**config.mk**
```make
export PLATFORM = sky130hd
export DESIGN_NAME = dma_channel_event_and_request_logic
export DESIGN_NICKNAME = d
export VERILOG_FILES = /design/src/verilog/dma_evt_pkg.sv /design/src/verilog/chan_evt_if.sv /design/src/verilog/chan_evt_slice.sv /design/src/verilog/dma_channel_event_and_request_logic.sv
export SDC_FILE = /design/constraint.sdc
export NUM_CORES = 1
export LEC_CHECK = 0
export BUFFER_PORTS_ARGS = -buffer_cell sky130_fd_sc_hd__buf_2
export CELL_PAD_IN_SITES_DETAIL_PLACEMENT = 0
export CELL_PAD_IN_SITES_GLOBAL_PLACEMENT = 1
export CORE_MARGIN = 5
export CORE_UTILIZATION = 35
export DETAILED_ROUTE_END_ITERATION = 16
export PLACE_DENSITY_LB_ADDON = 0.1
export SLEW_MARGIN = 20
export SYNTH_ARGS = -nofsm -noshare
export SYNTH_HDL_FRONTEND = slang
export SYNTH_SLANG_ARGS = --single-unit
export TNS_END_PERCENT = 30
```
**constraint.sdc**
```tcl
create_clock -name clk_sys -period 1.8 [get_ports clk_sys]
set_input_delay 0.36 -clock clk_sys [delete_from_list [all_inputs] [get_ports clk_sys]]
set_output_delay 0.36 -clock clk_sys [all_outputs]
set_load 0.05 [all_outputs]
```
**src/verilog/dma_evt_pkg.sv**
```systemverilog
// Notes on behaviour
// - every channel drives its own interrupt; seven or five channels
// - three event kinds: full transfer, half transfer, transfer error
// - each event kind has its own flag, clear bit and enable bit
// - channel interrupt asserts when any enabled event flag is set
// - peripheral request lines sharing a channel are ORed together
// - flag register sits at offset 0x00, reads zero after reset
// - channel x owns bits 4x..4x+3; bits 31:28 read zero
// - flags are read-only, set by hardware, cleared via clear register
// - transfer error sets the channel error flag
// - half of the programmed items done sets the half flag
// - finished transfer sets the full flag
// - summary flag is set while any other channel flag is set
// - five-channel instance: bits of channels 5 and 6 do nothing
// - clear register at 0x04; one clears, zero ignored; summary clears all
// - circular mode raises the full flag at every pass end
package dma_evt_pkg;

  localparam int          MAX_CHAN     = 7;
  localparam int          REQ_LINES    = 4;
  localparam int          ADDR_W       = 8;

  // register offsets
  localparam logic [7:0]  OFS_FLAGS    = 8'h00;
  localparam logic [7:0]  OFS_CLEAR    = 8'h04;
  localparam logic [7:0]  OFS_ENABLE   = 8'h08;

  // field positions inside one channel nibble
  localparam int          BIT_SUM      = 0;
  localparam int          BIT_FULL     = 1;
  localparam int          BIT_HALF     = 2;
  localparam int          BIT_ERR      = 3;
  localparam int          CHAN_BITS    = 4;

  // values after reset and fixed masks
  localparam logic [31:0] RESET_FLAGS  = 32'h00000000;
  localparam logic [31:0] RESET_ENABLE = 32'h00000000;
  localparam logic [31:0] RESET_RDATA  = 32'h00000000;
  localparam logic [2:0]  RESET_EVT    = 3'h0;
  localparam logic [31:0] USED_MASK    = 32'h0FFFFFFF;
  localparam logic [31:0] ENABLE_MASK  = 32'h0EEEEEEE;
  localparam logic [27:0] RESET_REQ    = 28'h0000000;

endpackage

```
**src/verilog/chan_evt_if.sv**
```systemverilog
`timescale 1ns/100ps
// one channel's event slice as seen by the register block
interface chan_evt_if;
  logic       set_full;
  logic       set_half;
  logic       set_err;
  logic [3:0] clr;
  logic [2:0] en;
  logic [3:0] flags;
  logic       irq;

  modport owner (output set_full, set_half, set_err, clr, en,
                 input  flags, irq);
  modport slice (input  set_full, set_half, set_err, clr, en,
                 output flags, irq);
endinterface

```
**src/verilog/chan_evt_slice.sv**
```systemverilog
`timescale 1ns/100ps
module chan_evt_slice (
  input wire logic clk_sys,
  input wire logic nrst,
  chan_evt_if.slice ev
);
  import dma_evt_pkg::*;

  typedef struct packed
  {
    logic err;
    logic half;
    logic full;
  } slice_s;

  slice_s cur;
  slice_s next_cur;
  logic   wipe;

  // set beats clear so an event landing on a clear is never lost
  always_comb
  begin
    wipe          = ev.clr[BIT_SUM];
    next_cur.full = ev.set_full
                    | (cur.full & ~ev.clr[BIT_FULL] & ~wipe);
    next_cur.half = ev.set_half
                    | (cur.half & ~ev.clr[BIT_HALF] & ~wipe);
    next_cur.err  = ev.set_err
                    | (cur.err & ~ev.clr[BIT_ERR] & ~wipe);
  end

  // only events set and only clear pulses drop; software cannot set
  always_ff @(posedge clk_sys or negedge nrst)
  begin
    if (!nrst)
      cur <= RESET_EVT;
    else
      cur <= next_cur;
  end

  // summary is derived, so it can never disagree with the event flags
  assign ev.flags = {cur.err, cur.half, cur.full,
                     cur.err | cur.half | cur.full};
  // level output; enable order matches {err, half, full}
  assign ev.irq   = |({cur.err, cur.half, cur.full} & ev.en);

  chk_err_set_wins: assert property (
    @(posedge clk_sys) disable iff (!nrst)
    ev.set_err |=> ev.flags[BIT_ERR])
    else $error("error event did not set the error flag");

  chk_clear_one: assert property (
    @(posedge clk_sys) disable iff (!nrst)
    (ev.clr[BIT_HALF] && !ev.set_half) |=> !ev.flags[BIT_HALF])
    else $error("half clear did not drop the half flag");

  chk_summary_wipe: assert property (
    @(posedge clk_sys) disable iff (!nrst)
    (ev.clr[BIT_SUM] && !ev.set_full && !ev.set_half && !ev.set_err)
      |=> (ev.flags == 4'h0))
    else $error("summary clear left a flag standing");

  chk_flag_holds: assert property (
    @(posedge clk_sys) disable iff (!nrst)
    (ev.flags[BIT_FULL] && !ev.clr[BIT_FULL] && !ev.clr[BIT_SUM])
      |=> ev.flags[BIT_FULL])
    else $error("full flag dropped without a clear");

  chk_irq_follows: assert property (
    @(posedge clk_sys) disable iff (!nrst)
    (ev.set_full && ev.en[0]) ##1 ev.en[0] |-> ev.irq)
    else $error("enabled full event raised no interrupt");
endmodule

```
**src/verilog/dma_channel_event_and_request_logic.sv**
```systemverilog
`timescale 1ns/100ps
module dma_channel_event_and_request_logic #(
  parameter int NUM_CHAN = 7
) (
  input  wire logic                                   clk_sys,
  input  wire logic                                   nrst,
  input  wire logic [dma_evt_pkg::ADDR_W-1:0]         reg_addr,
  input  wire logic [31:0]                            reg_wdata,
  input  wire logic                                   reg_wr,
  input  wire logic                                   reg_rd,
  output      logic [31:0]                            reg_rdata,
  input  wire logic [dma_evt_pkg::MAX_CHAN-1:0]       full_evt,
  input  wire logic [dma_evt_pkg::MAX_CHAN-1:0]       half_evt,
  input  wire logic [dma_evt_pkg::MAX_CHAN-1:0]       err_evt,
  input  wire logic [dma_evt_pkg::MAX_CHAN*dma_evt_pkg::REQ_LINES-1:0]
                                                      periph_req,
  output      logic [dma_evt_pkg::MAX_CHAN-1:0]       chan_req,
  output      logic [dma_evt_pkg::MAX_CHAN-1:0]       chan_irq,
  output      logic                                   irq
);
  import dma_evt_pkg::*;

  localparam int REQ_W = MAX_CHAN * REQ_LINES;
  // channels past NUM_CHAN keep their bits dead
  localparam logic [31:0] CHAN_MASK =
    USED_MASK >> (CHAN_BITS * (MAX_CHAN - NUM_CHAN));

  typedef struct packed
  {
    logic [31:0]      enable;
    logic [31:0]      rdata;
    logic [REQ_W-1:0] req_s1;
    logic [REQ_W-1:0] req_s2;
  } top_s;

  top_s        cur;
  top_s        next_cur;
  logic [31:0] flag_vec;
  logic [31:0] clr_vec;
  logic        hit_clear;
  logic        hit_enable;

  // address decode for the write side
  assign hit_clear  = reg_wr && (reg_addr == OFS_CLEAR);
  assign hit_enable = reg_wr && (reg_addr == OFS_ENABLE);
  // write-one pulses, zero bits leave flags untouched
  assign clr_vec    = hit_clear ? (reg_wdata & CHAN_MASK) : 32'h0;

  // register file, read pipe and request synchronisers
  always_comb
  begin
    next_cur       = cur;
    next_cur.rdata = RESET_RDATA;
    if (hit_enable)
    begin
      next_cur.enable = reg_wdata & ENABLE_MASK & CHAN_MASK;
    end
    if (reg_rd)
    begin
      case (reg_addr)
        OFS_FLAGS:  next_cur.rdata = flag_vec;
        OFS_ENABLE: next_cur.rdata = cur.enable;
        default:    next_cur.rdata = RESET_RDATA;
      endcase
    end
    // pins are asynchronous to clk_sys, hence two stages
    next_cur.req_s1 = periph_req;
    next_cur.req_s2 = cur.req_s1;
  end

  always_ff @(posedge clk_sys or negedge nrst)
  begin
    if (!nrst)
    begin
      cur.enable <= RESET_ENABLE;
      cur.rdata  <= RESET_RDATA;
      cur.req_s1 <= RESET_REQ;
      cur.req_s2 <= RESET_REQ;
    end
    else
    begin
      cur <= next_cur;
    end
  end

  assign reg_rdata = cur.rdata;

  // per channel event slices and request merge
  for (genvar g = 0; g < MAX_CHAN; g++)
  begin : g_chan
    if (g < NUM_CHAN)
    begin : g_live
      chan_evt_if ev ();
      assign ev.set_full = full_evt[g];
      assign ev.set_half = half_evt[g];
      assign ev.set_err  = err_evt[g];
      assign ev.clr      = clr_vec[CHAN_BITS*g +: CHAN_BITS];
      assign ev.en       = cur.enable[CHAN_BITS*g+1 +: 3];
      assign flag_vec[CHAN_BITS*g +: CHAN_BITS] = ev.flags;
      assign chan_irq[g] = ev.irq;

      chan_evt_slice u_slice (
        .clk_sys (clk_sys),
        .nrst    (nrst),
        .ev      (ev.slice)
      );
    end
    else
    begin : g_idle
      assign flag_vec[CHAN_BITS*g +: CHAN_BITS] = 4'h0;
      assign chan_irq[g] = 1'b0;
    end
    // any live shared line raises the request; several may be live at once
    assign chan_req[g] =
      |cur.req_s2[REQ_LINES*g +: REQ_LINES];
  end

  // reserved top nibble
  assign flag_vec[31:28] = 4'h0;
  // one combined line for the interrupt controller
  assign irq = |chan_irq;

  chk_read_flags: assert property (
    @(posedge clk_sys) disable iff (!nrst)
    (reg_rd && reg_addr == OFS_FLAGS) |=> reg_rdata == $past(flag_vec))
    else $error("flag read returned wrong data");

  chk_rdata_only_once: assert property (
    @(posedge clk_sys) disable iff (!nrst)
    !reg_rd |=> reg_rdata == 32'h0)
    else $error("read data stood outside its cycle");

  chk_reserved_zero: assert property (
    @(posedge clk_sys) disable iff (!nrst)
    reg_rdata[31:28] == 4'h0)
    else $error("reserved read bits not zero");

  chk_dead_chan: assert property (
    @(posedge clk_sys) disable iff (!nrst)
    (flag_vec & ~CHAN_MASK) == 32'h0)
    else $error("unused channel shows a flag");

  chk_req_sync: assert property (
    @(posedge clk_sys) disable iff (!nrst)
    ##2 (cur.req_s2 == $past(periph_req, 2)))
    else $error("request path not two stages");

  chk_irq_any: assert property (
    @(posedge clk_sys) disable iff (!nrst)
    (err_evt[0] && cur.enable[BIT_ERR] && !hit_enable)
      |=> chan_irq[0] && irq)
    else $error("enabled error on channel 0 gave no interrupt");

  chk_irq_falls: assert property (
    @(posedge clk_sys) disable iff (!nrst)
    (hit_clear && reg_wdata[BIT_SUM] && !full_evt[0] && !half_evt[0]
      && !err_evt[0]) |=> !chan_irq[0])
    else $error("channel 0 interrupt stayed after full clear");

  chk_summary_tracks: assert property (
    @(posedge clk_sys) disable iff (!nrst)
    flag_vec[BIT_SUM] == |flag_vec[BIT_ERR:BIT_FULL])
    else $error("summary flag disagrees with events");
endmodule

```
* After elaboration in Yosys (flattened, before gate mapping)
Cells that the tools add are included.
Storage, ports and cells: flip-flop bits (word level) 130, memories kept 0, latch bits 0, output and inout port bits 47, memory bits (writable) 0, bits in read-only memories 0, bits of input ports 93, logic and storage cells 160
Cells by class: bitwise logic cells 112, multipliers 0, shift-type cells 0, div/mod/pow operators 0, reductions and logical operators 18, equal/unequal tests 2, order comparisons 0, muxes and demuxes 3, add/sub/neg operators 0
Operators by type and width (count):
- case mux 28 bit (2 select lines) | 1
- bitwise AND 1 bit | 42
- OR 1 bit | 35
- two-way mux 32 bit | 1
- two-way mux 28 bit | 1
- NOT 1 bit | 28
- OR reduction 4 bit | 7
- bitwise AND 3 bit | 7
- OR reduction 21 bit | 1
- OR reduction 3 bit | 7
- equality test 8 x 3 -> 1 bit, second input constant | 1
- equality test 8 x 4 -> 1 bit, second input constant | 1
- logical NOT 8 bit | 1
- logical AND 1 bit | 2

* Longest topological paths before layout
word-level depth 7, gate-level depth with buffers 4, mapped depth without buffers 3

* Modules after synthesis
From an unflattened synthesis, not the netlist that was laid out.
Second synthesis, totals: cells, all modules 354, area total of the unflattened synthesis 4907.2 sq um
Modules (own cells, without submodules):
- dma_channel_event_and_request_logic | seq. area each 2627.5 sq um, cells an instance 270, area each 3978.8 sq um, instances 1
- chan_evt_slice | seq. area each 75.1 sq um, cells an instance 12, area each 132.6 sq um, instances 7

* Worst setup path after synthesis
OpenSTA, ideal clock, no wires.
path type flip-flop to output port, from register g_chan[4].g_live.u_slice.cur (netlist bit g_chan[4].g_live.u_slice.ev.flags[3]), to output port irq, setup slack -0.213 ns, stages on the path, launching flop included 4, required time 1.440 ns, buffers on the path 0, data arrival time 1.653 ns, cells stage by stage dfrtp_1 a222oi_1 nand4_1 or4_1
On the way: word-level cells in the longest chain between the ends 2
RTL lines:
- from (decl) | line chan_evt_slice.sv:16 | slice_s cur;
- from (signal assigned) | line chan_evt_slice.sv:38 | cur <= next_cur;
- bitwise AND 3 bit | line chan_evt_slice.sv:45 | assign ev.irq = |({cur.err, cur.half, cur.full} & ev.en);
- OR reduction 21 bit | line dma_channel_event_and_request_logic.sv:121 | assign irq = |chan_irq;
- to (decl) | line dma_channel_event_and_request_logic.sv:19 | output logic irq
Every way passes these cells.

* Worst setup path in the final report
from register cur[107] (netlist bit), to output port irq
On the way: word-level cells in the longest chain between the ends 2
RTL lines:
- from (decl) | line dma_channel_event_and_request_logic.sv:36 | top_s cur;
- from (signal assigned) | line dma_channel_event_and_request_logic.sv:82 | cur <= next_cur;
- bitwise AND 3 bit | line chan_evt_slice.sv:45
- OR reduction 21 bit | line dma_channel_event_and_request_logic.sv:121
Every way passes these cells.

==> run_results.csv <==
group,metric,value,unit
clock_network,cts_max_level,4,
grt,overflow,0,
placement,placed_cell_area,0.00563,mm2
detailed_routing,vias_per_cell,4.54,
critical_path,cp_max_fo,3,
pwr,switching_power,1.55,mW
grt,antenna_found_initial,0,
final_layout,final_nets,575,
synthesis,synth_compound_area_share,8.83,%
synthesis,synth.distinct_cells,20,
critical_path,critPathKind,"flop to primary output",
placement,gp_congestion,0.774,
pwr,power.leakage,3.14,nW
detailed_routing,drt-initial-drc-count,89,
clock_network,cts-root-buf,"clkbuf_16",
pwr,cellPowerDensity,1090,mW/mm2
grt,grt_max_degree,59,
synthesis,syn_avg_cell_area,14.3,um2
critical_path,start_kind,"flop",
pwr,ir_worst_vdd,0.636,mV
clock_network,numCtsBuffers,17,
outcome,violations,"negative setup slack",
clock_network,worstSkewPairLatency,410,ps
synthesis,muxShareOfSynthArea,9.58,%
die,num_rows,42,
die,fp.dieW,125,um
final_layout,layout_commonest_cell,"dfrtp_1",
final_layout,n_fill_cell,1214,
min_path,hold_class,"input port to flop",
die,start_util,35.5,%
clock_network,cts.sinks,126,
final_layout,areaGrowthSynthToFinish,36.7,%
pwr,p_clk_share,48.5,%
clock_network,clk_pin_slew_worst_paths,50,ps
placement,dpl_worst_slack,-283,ps
min_path,hold_start,"periph_req[25]",
synthesis,synth_area,0.00466,mm2
placement,dpl.hpwl,7700,um
pwr,p_int,5.42,mW
critical_path,cp_data_arrival_time,2080,ps
placement,place_inst,636,
synthesis,synthArstFlopShare,100,%
clock_network,clk_path_buf_depth,2,
die,pin_count,140,
clock_network,cts_tree,"yes",
critical_path,regToRegStartpoint,"g_chan[0].g_live.u_slice.ev.flags[3]$_DFF_PN0_",
grt,grt_pass1_wl,18000,um
synthesis,ys_seq_area_share,67.6,%
timing,slew_viol_final,0,
placement,io_buffers,131,
die,die_area,0.0157,mm2
timing,setup_viol,15,
timing,final.setup.tns,-1240,ps
timing,setup_ws,-644,ps
detailed_routing,ant_nets,0,
outcome,status,"finished with violations",
timing,period_needed,2440,ps
grt,grt_pass1_vias,3438,
pwr,swShare,22.3,%
synthesis,synth-simple-area-share,5.74,%
timing,rsz0062_at_grt,"yes",
synthesis,synthCells,327,
synthesis,synth-adder-area-share,0,%
timing,clock_skew,4.26,ps
pwr,combPwrFrac,9.1,%
synthesis,yosysWarnings,0,
detailed_routing,wl_per_cell,16.3,um
detailed_routing,drtPass1Iterations,4,
synthesis,synthFlopType,"dfrtp_1",
final_layout,final_area,0.00637,mm2
detailed_routing,drc_errors,0,
synthesis,synth-edff-count,0,
run,maxCapViolCount,0,
timing,max_freq,409,MHz
synthesis,synth-xor-area-share,0,%
synthesis,synth_top_family_by_area,"multiplexers",
critical_path,startpoint,"cur[107]$_DFFE_PN0P_",
die,core-area,0.0131,mm2
final_layout,instances_no_fill,670,
timing,min_period_over_period,136,%
final_layout,antenna_cells,0,
pwr,seqPwrFrac,42.3,%
die,die_h,125,um
critical_path,required,1440,ps
grt,track_usage,14.9,%
final_layout,drive_gt1_share,45.7,%
timing,hold_viol,0,
detailed_routing,wirelength,10900,um
synthesis,ys_ff_latch,126,
final_layout,most-common-layout-cells,"dfrtp_1, buf_2, buf_4",
critical_path,end_kind,"primary output",
detailed_routing,routed-via-count,3039,
registers in the layout, indices dropped and copies added (netlist names):
name / cells
cur: 77
g_chan.g_live.u_slice.ev.flags: 21
reg_rdata: 28
Yosys cell counts, types with 7 or more instances:
master	n	share of area (%)
a21o_1	21	3.4
a222oi_1	7	1.5
buf_4	41	6.6
clkbuf_1	7	0.56
dfrtp_1	126	68
inv_1	7	0.56
mux2_1	20	4.8
mux2i_1	21	4.5
nor2_1	22	1.8
nor3_1	15	1.6
o2111ai_1	21	3.9
or4_1	8	1.3
per-layer routing:
layer	routed length, um	GRT usage [%]	vias to the layer above
met4	146	5.42	0
met5	0	0	-
met1	4880	19.3	1476
met2	5190	22.8	101
li1	-	-	1452
met3	667	5.76	10
power by group through the flow:
stage	registers, mW	clock network, mW	logic (mW)
detailed placement	3.00	0	0.583
finish	2.95	3.38	0.638
CTS	2.95	3.49	0.640
global placement	3.00	0	0.583
global route	2.96	3.64	0.693
floorplan	2.99	0	0.308
layout make-up:
class	count	area [um2]	area share, %
multi-input cells	145	1170	18.4
clock buffers	20	457	7.17
repair buffers	185	1210	18.9
well taps	176	220	3.46
clock inverters	11	141	2.22
flip-flops and latches	126	3150	49.5
inverters	7	26.3	0.412
path summary, 6_finish.rpt:
path / slack (ps) / cells after the start / to
worst min register to register: 340 / 0 / cur[16]$_DFF_PN0_
worst max register to register: 850 / 3 / reg_rdata[0]$_DFF_PN0_
max in group asynchronous: 900 / 3 / cur[93]$_DFFE_PN0P_
min in group asynchronous: 340 / 2 / cur[9]$_DFF_PN0_
worst min-delay path: 60 / 1 / cur[53]$_DFF_PN0_
worst max-delay path: -640 / 5 / irq
worst max-delay path, stage by stage, from the launching register on:
cell and delay, ps:
dfrtp_1 390, a222oi_1 340, buf_4 180, nand4_1 140, or4_4 460, buf_6 170
stage by stage:
stage / hold slack [ps] / util [%] / total power [mW]
floorplan: 64.4 / - / 3.30
global placement: 221 / 42.8 / 3.58
detailed placement: 224 / 42.8 / 3.58
CTS: 31.7 / 48.3 / 7.09
global route: 23.8 / 48.5 / 7.30
finish: 56.8 / 48.5 / 6.98
timing repair:
action / 4_1_cts / 5_1_grt
endpoints found under the setup margin: 15 / 15
buffers inserted: 1 / 1
gates resized for setup: 34 / 6
endpoints found under the hold margin: 11 / 0
hold buffers: 1 / 0
pin swaps: 6 / 3
kinds of logic (layout without fill, tap and decap cells):
| kind of cell | count (synthesis) | count (layout) |
|---|---|---|
| DFF | 126 | 126 |
| buffers and inverters | 59 | 223 |
| and+or+nand+nor | 50 | 50 |
| AOI/OAI and AO/OA | 49 | 49 |
| muxes | 42 | 42 |
| other | 1 | 4 |
No activity file was read; power rests on OpenSTA's default activity.
